<file path="src/zcd_pkg.sv">
// zero-cross detector control package: register map, field positions, reset values
// assumes a 32-bit axi4-lite register bus with word-aligned registers
package zcd_pkg;
    // register byte addresses
    localparam logic [3:0] ZCD_CTRL_ADDR = 4'h0;
    localparam logic [3:0] ZCD_FLAG_ADDR = 4'h4;
    // control register field positions
    localparam int ZCD_EN_BIT = 7;
    localparam int ZCD_OUT_BIT = 5;
    localparam int ZCD_POL_BIT = 4;
    localparam int ZCD_RISE_BIT = 1;
    localparam int ZCD_FALL_BIT = 0;
    // flag register field position
    localparam int ZCD_FLAG_BIT = 0;
    // reset values of writable control and flag bits (enable comes from the fuse)
    localparam logic ZCD_POL_RST = 1'b0;
    localparam logic ZCD_RISE_RST = 1'b0;
    localparam logic ZCD_FALL_RST = 1'b0;
    localparam logic ZCD_FLAG_RST = 1'b0;
    // axi response codes
    localparam logic [1:0] ZCD_RESP_OKAY = 2'h0;
    localparam logic [1:0] ZCD_RESP_SLVERR = 2'h2;
endpackage

</file>
<file path="src/zcd_ctrl.sv">
// zero-cross detector digital control and status logic with an axi4-lite slave
// assumes the analog front end drives sink_active as an asynchronous level and the
// fuse level is stable while rst_n is low
`timescale 1ns/10ps
module zcd_ctrl
(
    // clock and reset
    input wire logic clk,
    input wire logic rst_n,
    // analog front end and configuration
    input wire logic sink_active,
    input wire logic poweron_disable_fuse,
    output logic detector_enable,
    output logic zero_cross_irq_flag,
    // axi4-lite write address
    input wire logic [3:0] s_axi_awaddr,
    input wire logic s_axi_awvalid,
    output logic s_axi_awready,
    // axi4-lite write data
    input wire logic [31:0] s_axi_wdata,
    input wire logic [3:0] s_axi_wstrb,
    input wire logic s_axi_wvalid,
    output logic s_axi_wready,
    // axi4-lite write response
    output logic [1:0] s_axi_bresp,
    output logic s_axi_bvalid,
    input wire logic s_axi_bready,
    // axi4-lite read address
    input wire logic [3:0] s_axi_araddr,
    input wire logic s_axi_arvalid,
    output logic s_axi_arready,
    // axi4-lite read data
    output logic [31:0] s_axi_rdata,
    output logic [1:0] s_axi_rresp,
    output logic s_axi_rvalid,
    input wire logic s_axi_rready
);
    // control and status state
    logic en_q, en_d;
    logic pol_q, pol_d;
    logic rise_q, rise_d;
    logic fall_q, fall_d;
    logic flag_q, flag_d;
    logic sync1_q, sync2_q;
    logic out_q, out_d;
    logic init_q;
    // bus state
    logic [3:0] awaddr_q, awaddr_d;
    logic aw_held_q, aw_held_d;
    logic [31:0] wdata_q, wdata_d;
    logic [3:0] wstrb_q, wstrb_d;
    logic w_held_q, w_held_d;
    logic bvalid_q, bvalid_d;
    logic [1:0] bresp_q, bresp_d;
    logic rvalid_q, rvalid_d;
    logic [31:0] rdata_q, rdata_d;
    logic [1:0] rresp_q, rresp_d;
    logic wr_fire, rd_fire, wr_ctrl, wr_flag, rise_edge, fall_edge;
    logic [7:0] ctrl_view;

    // two-flop synchroniser; only sync2_q feeds logic
    always_ff @(posedge clk)
    begin
        if (!rst_n)
        begin
            sync1_q <= 1'b0;
            sync2_q <= 1'b0;
        end
        else
        begin
            sync1_q <= sink_active;
            sync2_q <= sync1_q;
        end
    end

    // polarity applied before the edge detectors so pol changes create edges
    assign out_d = sync2_q ^ pol_q;
    assign rise_edge = init_q && out_d && !out_q;
    assign fall_edge = init_q && !out_d && out_q;

    // write path: accept address and data in any order, commit when both held
    always_comb
    begin
        awaddr_d = awaddr_q;
        aw_held_d = aw_held_q;
        wdata_d = wdata_q;
        wstrb_d = wstrb_q;
        w_held_d = w_held_q;
        bvalid_d = bvalid_q;
        bresp_d = bresp_q;
        if (s_axi_awvalid && s_axi_awready)
        begin
            awaddr_d = s_axi_awaddr;
            aw_held_d = 1'b1;
        end
        if (s_axi_wvalid && s_axi_wready)
        begin
            wdata_d = s_axi_wdata;
            wstrb_d = s_axi_wstrb;
            w_held_d = 1'b1;
        end
        if (wr_fire)
        begin
            aw_held_d = 1'b0;
            w_held_d = 1'b0;
            bvalid_d = 1'b1;
            bresp_d = (awaddr_q == zcd_pkg::ZCD_CTRL_ADDR || awaddr_q == zcd_pkg::ZCD_FLAG_ADDR)
                ? zcd_pkg::ZCD_RESP_OKAY : zcd_pkg::ZCD_RESP_SLVERR;
        end
        else if (s_axi_bready && bvalid_q)
        begin
            bvalid_d = 1'b0;
        end
    end

    // holding registers are free only while no response is pending
    assign s_axi_awready = !aw_held_q && !bvalid_q;
    assign s_axi_wready = !w_held_q && !bvalid_q;
    assign wr_fire = aw_held_q && w_held_q;
    assign wr_ctrl = wr_fire && awaddr_q == zcd_pkg::ZCD_CTRL_ADDR && wstrb_q[0];
    assign wr_flag = wr_fire && awaddr_q == zcd_pkg::ZCD_FLAG_ADDR && wstrb_q[0];

    // control bits; unimplemented positions are simply not stored
    always_comb
    begin
        en_d = en_q;
        pol_d = pol_q;
        rise_d = rise_q;
        fall_d = fall_q;
        if (wr_ctrl)
        begin
            en_d = wdata_q[zcd_pkg::ZCD_EN_BIT];
            pol_d = wdata_q[zcd_pkg::ZCD_POL_BIT];
            rise_d = wdata_q[zcd_pkg::ZCD_RISE_BIT];
            fall_d = wdata_q[zcd_pkg::ZCD_FALL_BIT];
        end
    end

    // flag: write one to clear, a same-cycle edge wins over the clear
    always_comb
    begin
        flag_d = flag_q;
        if (wr_flag && wdata_q[zcd_pkg::ZCD_FLAG_BIT])
        begin
            flag_d = 1'b0;
        end
        if ((rise_edge && rise_q) || (fall_edge && fall_q))
        begin
            flag_d = 1'b1;
        end
    end

    // control view; bits 6, 3, 2 tie to zero
    always_comb
    begin
        ctrl_view = 8'h00;
        ctrl_view[zcd_pkg::ZCD_EN_BIT] = en_q;
        ctrl_view[zcd_pkg::ZCD_OUT_BIT] = out_q;
        ctrl_view[zcd_pkg::ZCD_POL_BIT] = pol_q;
        ctrl_view[zcd_pkg::ZCD_RISE_BIT] = rise_q;
        ctrl_view[zcd_pkg::ZCD_FALL_BIT] = fall_q;
    end

    // read path: one read at a time, answered the cycle after the address
    assign s_axi_arready = !rvalid_q;
    assign rd_fire = s_axi_arvalid && s_axi_arready;
    always_comb
    begin
        rvalid_d = rvalid_q;
        rdata_d = rdata_q;
        rresp_d = rresp_q;
        if (rd_fire)
        begin
            rvalid_d = 1'b1;
            rresp_d = zcd_pkg::ZCD_RESP_OKAY;
            rdata_d = 32'h0000_0000;
            if (s_axi_araddr == zcd_pkg::ZCD_CTRL_ADDR)
            begin
                rdata_d = {24'h00_0000, ctrl_view};
            end
            else if (s_axi_araddr == zcd_pkg::ZCD_FLAG_ADDR)
            begin
                rdata_d = {31'h0000_0000, flag_q};
            end
            else
            begin
                rresp_d = zcd_pkg::ZCD_RESP_SLVERR;
            end
        end
        else if (s_axi_rready && rvalid_q)
        begin
            rvalid_d = 1'b0;
        end
    end

    // registers; enable reset value comes from the fuse after release
    always_ff @(posedge clk)
    begin
        if (!rst_n)
        begin
            en_q <= 1'b0;
            init_q <= 1'b0;
            pol_q <= zcd_pkg::ZCD_POL_RST;
            rise_q <= zcd_pkg::ZCD_RISE_RST;
            fall_q <= zcd_pkg::ZCD_FALL_RST;
            flag_q <= zcd_pkg::ZCD_FLAG_RST;
            out_q <= 1'b0;
            awaddr_q <= 4'h0;
            aw_held_q <= 1'b0;
            wdata_q <= 32'h0000_0000;
            wstrb_q <= 4'h0;
            w_held_q <= 1'b0;
            bvalid_q <= 1'b0;
            bresp_q <= 2'h0;
            rvalid_q <= 1'b0;
            rdata_q <= 32'h0000_0000;
            rresp_q <= 2'h0;
        end
        else
        begin
            // first cycle out of reset captures the fuse and primes edge history
            en_q <= init_q ? en_d : !poweron_disable_fuse;
            init_q <= 1'b1;
            pol_q <= pol_d;
            rise_q <= rise_d;
            fall_q <= fall_d;
            flag_q <= flag_d;
            out_q <= out_d;
            awaddr_q <= awaddr_d;
            aw_held_q <= aw_held_d;
            wdata_q <= wdata_d;
            wstrb_q <= wstrb_d;
            w_held_q <= w_held_d;
            bvalid_q <= bvalid_d;
            bresp_q <= bresp_d;
            rvalid_q <= rvalid_d;
            rdata_q <= rdata_d;
            rresp_q <= rresp_d;
        end
    end

    // outputs
    assign detector_enable = en_q;
    assign zero_cross_irq_flag = flag_q;
    assign s_axi_bvalid = bvalid_q;
    assign s_axi_bresp = bresp_q;
    assign s_axi_rvalid = rvalid_q;
    assign s_axi_rdata = rdata_q;
    assign s_axi_rresp = rresp_q;

    // status follows the synchronised front end through the polarity
    a_status_follow: assert property (@(posedge clk) disable iff (!rst_n)
        $past(rst_n) |-> out_q == ($past(sync2_q) ^ $past(pol_q)))
        else $error("status bit does not follow front end");
    // each enabled edge must leave the flag set one cycle later
    a_rise_sets: assert property (@(posedge clk) disable iff (!rst_n)
        (init_q && rise_q && out_d && !out_q) |=> flag_q)
        else $error("rising edge did not set flag");
    a_fall_sets: assert property (@(posedge clk) disable iff (!rst_n)
        (init_q && fall_q && !out_d && out_q) |=> flag_q)
        else $error("falling edge did not set flag");
    a_no_spurious: assert property (@(posedge clk) disable iff (!rst_n)
        (!flag_q && !(rise_q && rise_edge) && !(fall_q && fall_edge)) |=> !flag_q)
        else $error("flag set without enabled edge");
    // the inverted view must reach the edge detectors, not only the status bit
    a_pol_detect: assert property (@(posedge clk) disable iff (!rst_n)
        (init_q && pol_q && $stable(pol_q) && $fell(sync2_q) && rise_q) |=> flag_q)
        else $error("inverted output edge did not set flag");
    // the flag is sticky: only a write of one to its register may drop it
    a_flag_sticky: assert property (@(posedge clk) disable iff (!rst_n)
        (flag_q && !(wr_flag && wdata_q[zcd_pkg::ZCD_FLAG_BIT])) |=> flag_q)
        else $error("flag dropped without a clear");
    a_flag_clear: assert property (@(posedge clk) disable iff (!rst_n)
        (wr_flag && wdata_q[zcd_pkg::ZCD_FLAG_BIT] && !(rise_q && rise_edge)
        && !(fall_q && fall_edge)) |=> !flag_q)
        else $error("flag clear was not honoured");
    a_unimpl_zero: assert property (@(posedge clk) disable iff (!rst_n)
        (rvalid_q && rresp_q == zcd_pkg::ZCD_RESP_OKAY) |-> rdata_q[6] == 1'b0 && rdata_q[3:2] == 2'b00)
        else $error("unimplemented bits read nonzero");
    a_pol_edge: assert property (@(posedge clk) disable iff (!rst_n)
        (init_q && $changed(pol_q) && $stable(sync2_q) && rise_q && fall_q) |=> flag_q)
        else $error("polarity change did not set flag");
    // no disable here: the check spans the first edge out of reset
    a_fuse_reset: assert property (@(posedge clk)
        (rst_n && !init_q) |=> en_q == !$past(poweron_disable_fuse))
        else $error("enable reset value does not follow fuse");
    a_status_ro: assert property (@(posedge clk) disable iff (!rst_n)
        wr_ctrl |=> out_q == ($past(sync2_q) ^ $past(pol_q)))
        else $error("status bit affected by write");
    // bus handshake hold, guards the response a slow master has not yet taken
    a_bresp_wait: assert property (@(posedge clk) disable iff (!rst_n)
        (bvalid_q && !s_axi_bready) |=> bvalid_q && $stable(bresp_q))
        else $error("write response dropped early");
endmodule

</file>
<file path="config.mk">
export PLATFORM = sky130hd
export DESIGN_NAME = zcd_ctrl
export DESIGN_NICKNAME = d
export VERILOG_FILES = /design/src/zcd_pkg.sv /design/src/zcd_ctrl.sv
export SDC_FILE = /design/constraint.sdc
export NUM_CORES = 1
export LEC_CHECK = 0
export BUFFER_PORTS_ARGS = -buffer_cell sky130_fd_sc_hd__buf_2
export CAP_MARGIN = 20
export CORE_UTILIZATION = 40
export CTS_BUF_LIST = sky130_fd_sc_hd__clkbuf_8
export CTS_CLUSTER_SIZE = 25
export DETAILED_ROUTE_END_ITERATION = 10
export GPL_ROUTABILITY_DRIVEN = 0
export PLACE_DENSITY = 0.78
export REMOVE_ABC_BUFFERS = 1
export SYNTH_ARGS = -nofsm -noshare
export SYNTH_HDL_FRONTEND = slang
export SYNTH_SLANG_ARGS = --single-unit
</file>
<file path="constraint.sdc">
create_clock -name clk -period 1.2 [get_ports clk]
set_input_delay 0.18 -clock clk [delete_from_list [all_inputs] [get_ports clk]]
set_output_delay 0.18 -clock clk [all_outputs]
set_load 0.005 [all_outputs]
</file>
==> results of run 1 <==
-- worst max-delay path, cell delays in order (launching register included) --
cell	delay (ns)
dfxtp_1	0.33
or3_4	0.43
o21ai_1	0.19
a221oi_2	0.08
-- metrics by stage --
step / area [µm²] / setup slack (ns) / hold WS, ns / utilization [%]
floorplan: 1230 / 0.0609 / 0.208 / -
global placement: 1540 / -0.00450 / 0.393 / 48.7
detailed placement: 1540 / -0.0335 / 0.388 / 48.7
CTS: 1630 / 0.0193 / 0.0919 / 51.5
global route: 1640 / 0.0136 / 0.108 / 52.1
finish: 1640 / 0.0581 / 0.108 / 52.1
-- registers in the layout, indices dropped and copies added, names as in the netlist --
register / count
s_axi_bresp: 1
s_axi_bvalid: 1
fall_q: 1
w_held_q: 1
sync2_q: 1
awaddr_q: 4
pol_q: 1
s_axi_rvalid: 1
wdata_q: 4
detector_enable: 1
rise_q: 1
wstrb_q: 1
s_axi_rresp: 1
zero_cross_irq_flag: 1
init_q: 1
sync1_q: 1
s_axi_rdata: 5
out_q: 1
aw_held_q: 1
-- Yosys cell counts (all sizes together) --
master,count
inv,4
o211a,1
mux2,1
nand2,4
nor3,3
mux2i,10
or2b,1
xor2,1
dfxtp,29
buf,33
nand2b,3
a32oi,4
nand4b,1
or3,1
nor2,18
and2,3
a221oi,1
conb,1
nand3,4
a31oi,2
o21ai,4
and4b,1
nor2b,1
nor3b,3
and4,1
a31o,1
a21oi,8
a211oi,1
-- power by group --
part / leakage, nW / internal (mW) / switching, mW
combinational: 0.497 / 0.152 / 0.139
sequential: 0.239 / 1.01 / 0.0439
clock: 0.0485 / 0.444 / 0.324
-- final timing paths --
check | start | endpoint | slack (ns) | cells after the start
worst max-delay path | awaddr_q[0] | detector_enable | 0.06 | 3
worst max register to register | awaddr_q[0] | detector_enable | 0.06 | 3
worst min register to register | sync1_q | sync2_q | 0.43 | 1
worst min-delay path | rst_n | init_q | 0.11 | 1
-- per-layer routing --
| layer | GRT usage, % | vias up |
|---|---|---|
| met4 | 8.77 | 0 |
| met3 | 6.82 | 5 |
| li1 | - | 531 |
| met5 | 0 | - |
| met2 | 23.9 | 42 |
| met1 | 15.1 | 480 |
-- layout make-up --
type	instances	area (µm²)
sequential	29	587
clock inverter	1	3.75
timing repair buffer	45	263
inverter	4	15.0
multi-input combinational	107	638
clock buffer	6	82.6
fill	327	1510
tap	44	55.1
-- what timing repair did --
item,in CTS,in global routing
pin swaps,0,1
resized for setup,3,5
hold buffers,0,0
endpoints found under the setup margin,3,14
setup buffers,0,1
endpoints found under the hold margin,0,0
-- logic make-up (layout without fill, tap and decap cells) --
| family | Yosys count | count (layout) | share of synthesized area (%) |
|---|---|---|---|
| AND/OR/NAND/NOR | 44 | 44 | 18.5 |
| buffers and inverters | 37 | 56 | 19.0 |
| flip-flops | 29 | 29 | 42.5 |
| AO/OA/AOI/OAI | 22 | 22 | 10.9 |
| multiplexers | 11 | 11 | 8.16 |
| other | 1 | 29 | 0.275 |
| XOR/XNOR | 1 | 1 | 0.642 |
==> qor.txt, run 1 <==
Status = completed
Fmax = 876 MHz
YS warnings = 0
Synth Area per Inst = 9.41 µm²
Final hold vios = 0
Initial DRC Count = 11
Drt wl/cell = 10.3 µm
Critical Path End Type = flop
GRT Resource Usage Total = 14.5%
# IOs = 96
Die outline width = 60.4 µm
Yosys reg bits = 29
CP required = 1.35 ns
Post-Syn Area = 1370 µm²
Final Max Slew Viols = 0
VDD IR max = 0.891 mV
Total number of vias = 1058
Longest Clk Path Bufs = 2
Placed cell count = 228
Setup TNS Final = 0 ns
Startpoint types = flop
Drt total wl = 2.43 mm
Row Count = 20
Critical Path AT = 1.30 ns
Vias/cell = 4.48
Clk_lat worst skew = 0.27 ns
Remaining DRCs = 0
Initial antenna violation count = 0
Power Total = 2.11 mW
Most frequent cells in the layout = buf_2, conb_1, dfxtp_1
Die Height = 60.4 µm
Most common cell after layout, fill and taps aside = buf_2
Fin crit share = 95.2%
Post-DP HPWL = 1.86 mm
CP Class = reg2reg
Core outline area = 3150 µm²
Grt ovf = 0
Final nets = 245
Post-synth cell types = 32
Max-cap violations = 0
Min Tclk post-route = 1.14 ns
Num Clock Sinks = 29
Clock-pin slew on the worst setup and hold paths = 0.06 ns
Final setup vio count = 0
CTS buffer count = 5
Yosys top cell area share = 42.5%
Root Buffer Master = clkbuf_8
Power per Cell Area = 1290 nW/µm²
H-tree levels = 2
First-pass DRT Iterations = 4
Die area = 3650 µm²
Post-route antenna net violation count = 0
Share of post-route cells with drive strength above 1 = 32.3%
Top cells by area, synth = dfxtp_1, buf_4, mux2i_1
Non-Filler Instances = 236
Metal2 WL = 1.11 mm
Worst Clk Skew = 0.00201 ns
TritonCTS clock tree = done
WL met3 = 173 µm
First-pass GRT wire length = 3.71 mm
Area grow syn2layout = 20.4%
Number of port buffers = 35
Cell count after synthesis = 145
Hold Path Class = in2reg
N_diodes = 0
CP Max Fanout = 5
Met1 Wirelength = 1.09 mm
Top Layer Used = met4
Starting density of the core = 43.3%
Area leader, netlist = dfxtp_1
Leakage = 0.784 nW
RSZ-0062 raised after global routing = no
Seq/Total Area, Yosys = 42.5%
Largest net degree at the start of global routing = 24
Vias in the first global route = 895
Note: power is estimated with default switching activity, not from simulation.
==> inputs of run 2 (changes only) <==
--- a/config.mk
+++ b/config.mk
@@ -6,9 +6,9 @@
 export NUM_CORES = 1
 export LEC_CHECK = 0
 export BUFFER_PORTS_ARGS = -buffer_cell sky130_fd_sc_hd__buf_2
-export CAP_MARGIN = 20
+export CORE_MARGIN = 1
 export CORE_UTILIZATION = 40
-export CTS_BUF_LIST = sky130_fd_sc_hd__clkbuf_8
+export CTS_BUF_LIST = sky130_fd_sc_hd__clkbuf_4
 export CTS_CLUSTER_SIZE = 25
 export DETAILED_ROUTE_END_ITERATION = 10
 export GPL_ROUTABILITY_DRIVEN = 0
==> qor.txt, run 2 (synthesis results as in run 1) <==
Status = completed (unchanged)
Fin crit share = 96.4% (was 95.2%)
Share of post-route cells with drive strength above 1 = 32.3% (unchanged)
Startpoint types = flop (unchanged)
CP required = 1.02 ns (was 1.35 ns)
CP Max Fanout = 6 (was 5)
N_diodes = 0 (unchanged)
Num Clock Sinks = 29 (unchanged)
RSZ-0062 raised after global routing = yes (was no)
First-pass DRT Iterations = 4 (unchanged)
Largest net degree at the start of global routing = 24 (unchanged)
Post-DP HPWL = 1.86 mm (unchanged)
Max FFs per register = 5 (unchanged)
Root Buffer Master = clkbuf_4 (was clkbuf_8)
Critical Path AT = 0.98 ns (was 1.30 ns)
Longest Clk Path Bufs = 2 (unchanged)
Cts hold-fix bufs = 0 (unchanged)
Fmax = 864 MHz (was 876 MHz)
First-pass GRT wire length = 3.71 mm (unchanged)
Final hold vios = 0 (unchanged)
Vias/cell = 4.52 (was 4.48)
Initial antenna violation count = 0 (unchanged)
Starting density of the core = 43.3% (unchanged)
Most frequent cells in the layout = buf_2, conb_1, dfxtp_1 (unchanged)
Die Height = 60.4 µm (unchanged)
Post-route antenna net violation count = 0 (unchanged)
Clock-pin slew on the worst setup and hold paths = 0.08 ns (was 0.06 ns)
Row Count = 20 (unchanged)
GRT Resource Usage Total = 14.2% (was 14.5%)
H-tree levels = 2 (unchanged)
Remaining DRCs = 0 (unchanged)
Final setup vio count = 0 (unchanged)
Power Total = 1.89 mW (was 2.11 mW)
CTS buffer count = 5 (unchanged)
Drt total wl = 2.43 mm (about the same)
Leakage = 0.767 nW (was 0.784 nW)
Max-cap violations = 0 (unchanged)
Clk_lat worst skew = 0.32 ns (was 0.27 ns)
Non-Filler Instances = 236 (unchanged)
Hold slack = 0.0551 ns (was 0.108 ns)
# IOs = 96 (unchanged)
Number of port buffers = 35 (unchanged)
Core outline area = 3150 µm² (unchanged)
Grt ovf = 0 (unchanged)
Setup TNS Final = 0 ns (unchanged)
TritonCTS clock tree = done (unchanged)
Die area = 3650 µm² (unchanged)
Final nets = 245 (unchanged)
Total number of vias = 1067 (was 1058)
VDD IR max = 0.626 mV (was 0.891 mV)
Min Tclk post-route = 1.16 ns (was 1.14 ns)
Hold Path Class = in2reg (unchanged)
Die outline width = 60.4 µm (unchanged)
Area grow syn2layout = 18.6% (was 20.4%)
Final Max Slew Viols = 0 (unchanged)
Power per Cell Area = 1170 nW/µm² (was 1290 nW/µm²)
Worst Clk Skew = 0.00530 ns (was 0.00201 ns)
CP Class = reg2out (was reg2reg)
Critical Path End Type = output port (was flop)
Most common cell after layout, fill and taps aside = buf_2 (unchanged)
Vias in the first global route = 910 (was 895)
Placed cell count = 228 (unchanged)
Initial DRC Count = 16 (was 11)
Drt wl/cell = 10.3 µm (about the same)
run 2: area by class of cell:
class	instances	area (µm²)
clock inverter	1	3.75
inverter	4	15.0
timing repair buffer	45	270
clock buffer	6	45.0
fill	330	1530
tap	44	55.1
sequential	29	592
multi-input combinational	107	638
run 2: metrics by stage:
stage / utilization [%] / worst slack [ns] / area [µm²]
2_1_floorplan: - / 0.0609 / 1230
3_5_place_dp: 48.7 / -0.0335 / 1540
4_1_cts: 51.0 / 0.0118 / 1610
5_1_grt: 51.3 / -0.0326 / 1620
3_3_place_gp: 48.7 / -0.00450 / 1540
6_report: 51.3 / 0.0432 / 1620
run 2: final timing paths:
path	from	to	slack, ns	cells past startpoint
worst min register to register	sync1_q	sync2_q	0.44	1
worst max-delay path	aw_held_q	s_axi_awready	0.04	3
worst min-delay path	poweron_disable_fuse	detector_enable	0.06	2
worst max register to register	awaddr_q[0]	detector_enable	0.06	3
run 2: layer usage:
layer  routed length (µm)  global-route usage (%)  up-vias
met2                 1120                    24.3       42
li1                     -                       -      536
met5                    0                       0        -
met3                  174                    6.82        5
met4                   37                    5.84        0
met1                 1100                    15.0      484
run 2: report_power, final:
part,switching (mW),internal [mW],leakage [nW],total (mW)
clock,0.306,0.235,0.0292,0.540
combinational,0.142,0.156,0.498,0.298
sequential,0.0431,1.01,0.239,1.05
run 2: repair_timing:
item | CTS | global route
pin swaps | 0 | 1
setup endpoints to repair | 3 | 6
buffers inserted | 1 | 0
gates resized for setup | 8 | 4
run 2: critical path, stage by stage (launching register included):
cell and delay, ns:
dfxtp_4 0.38, buf_6 0.12, nor2_2 0.05, buf_2 0.11
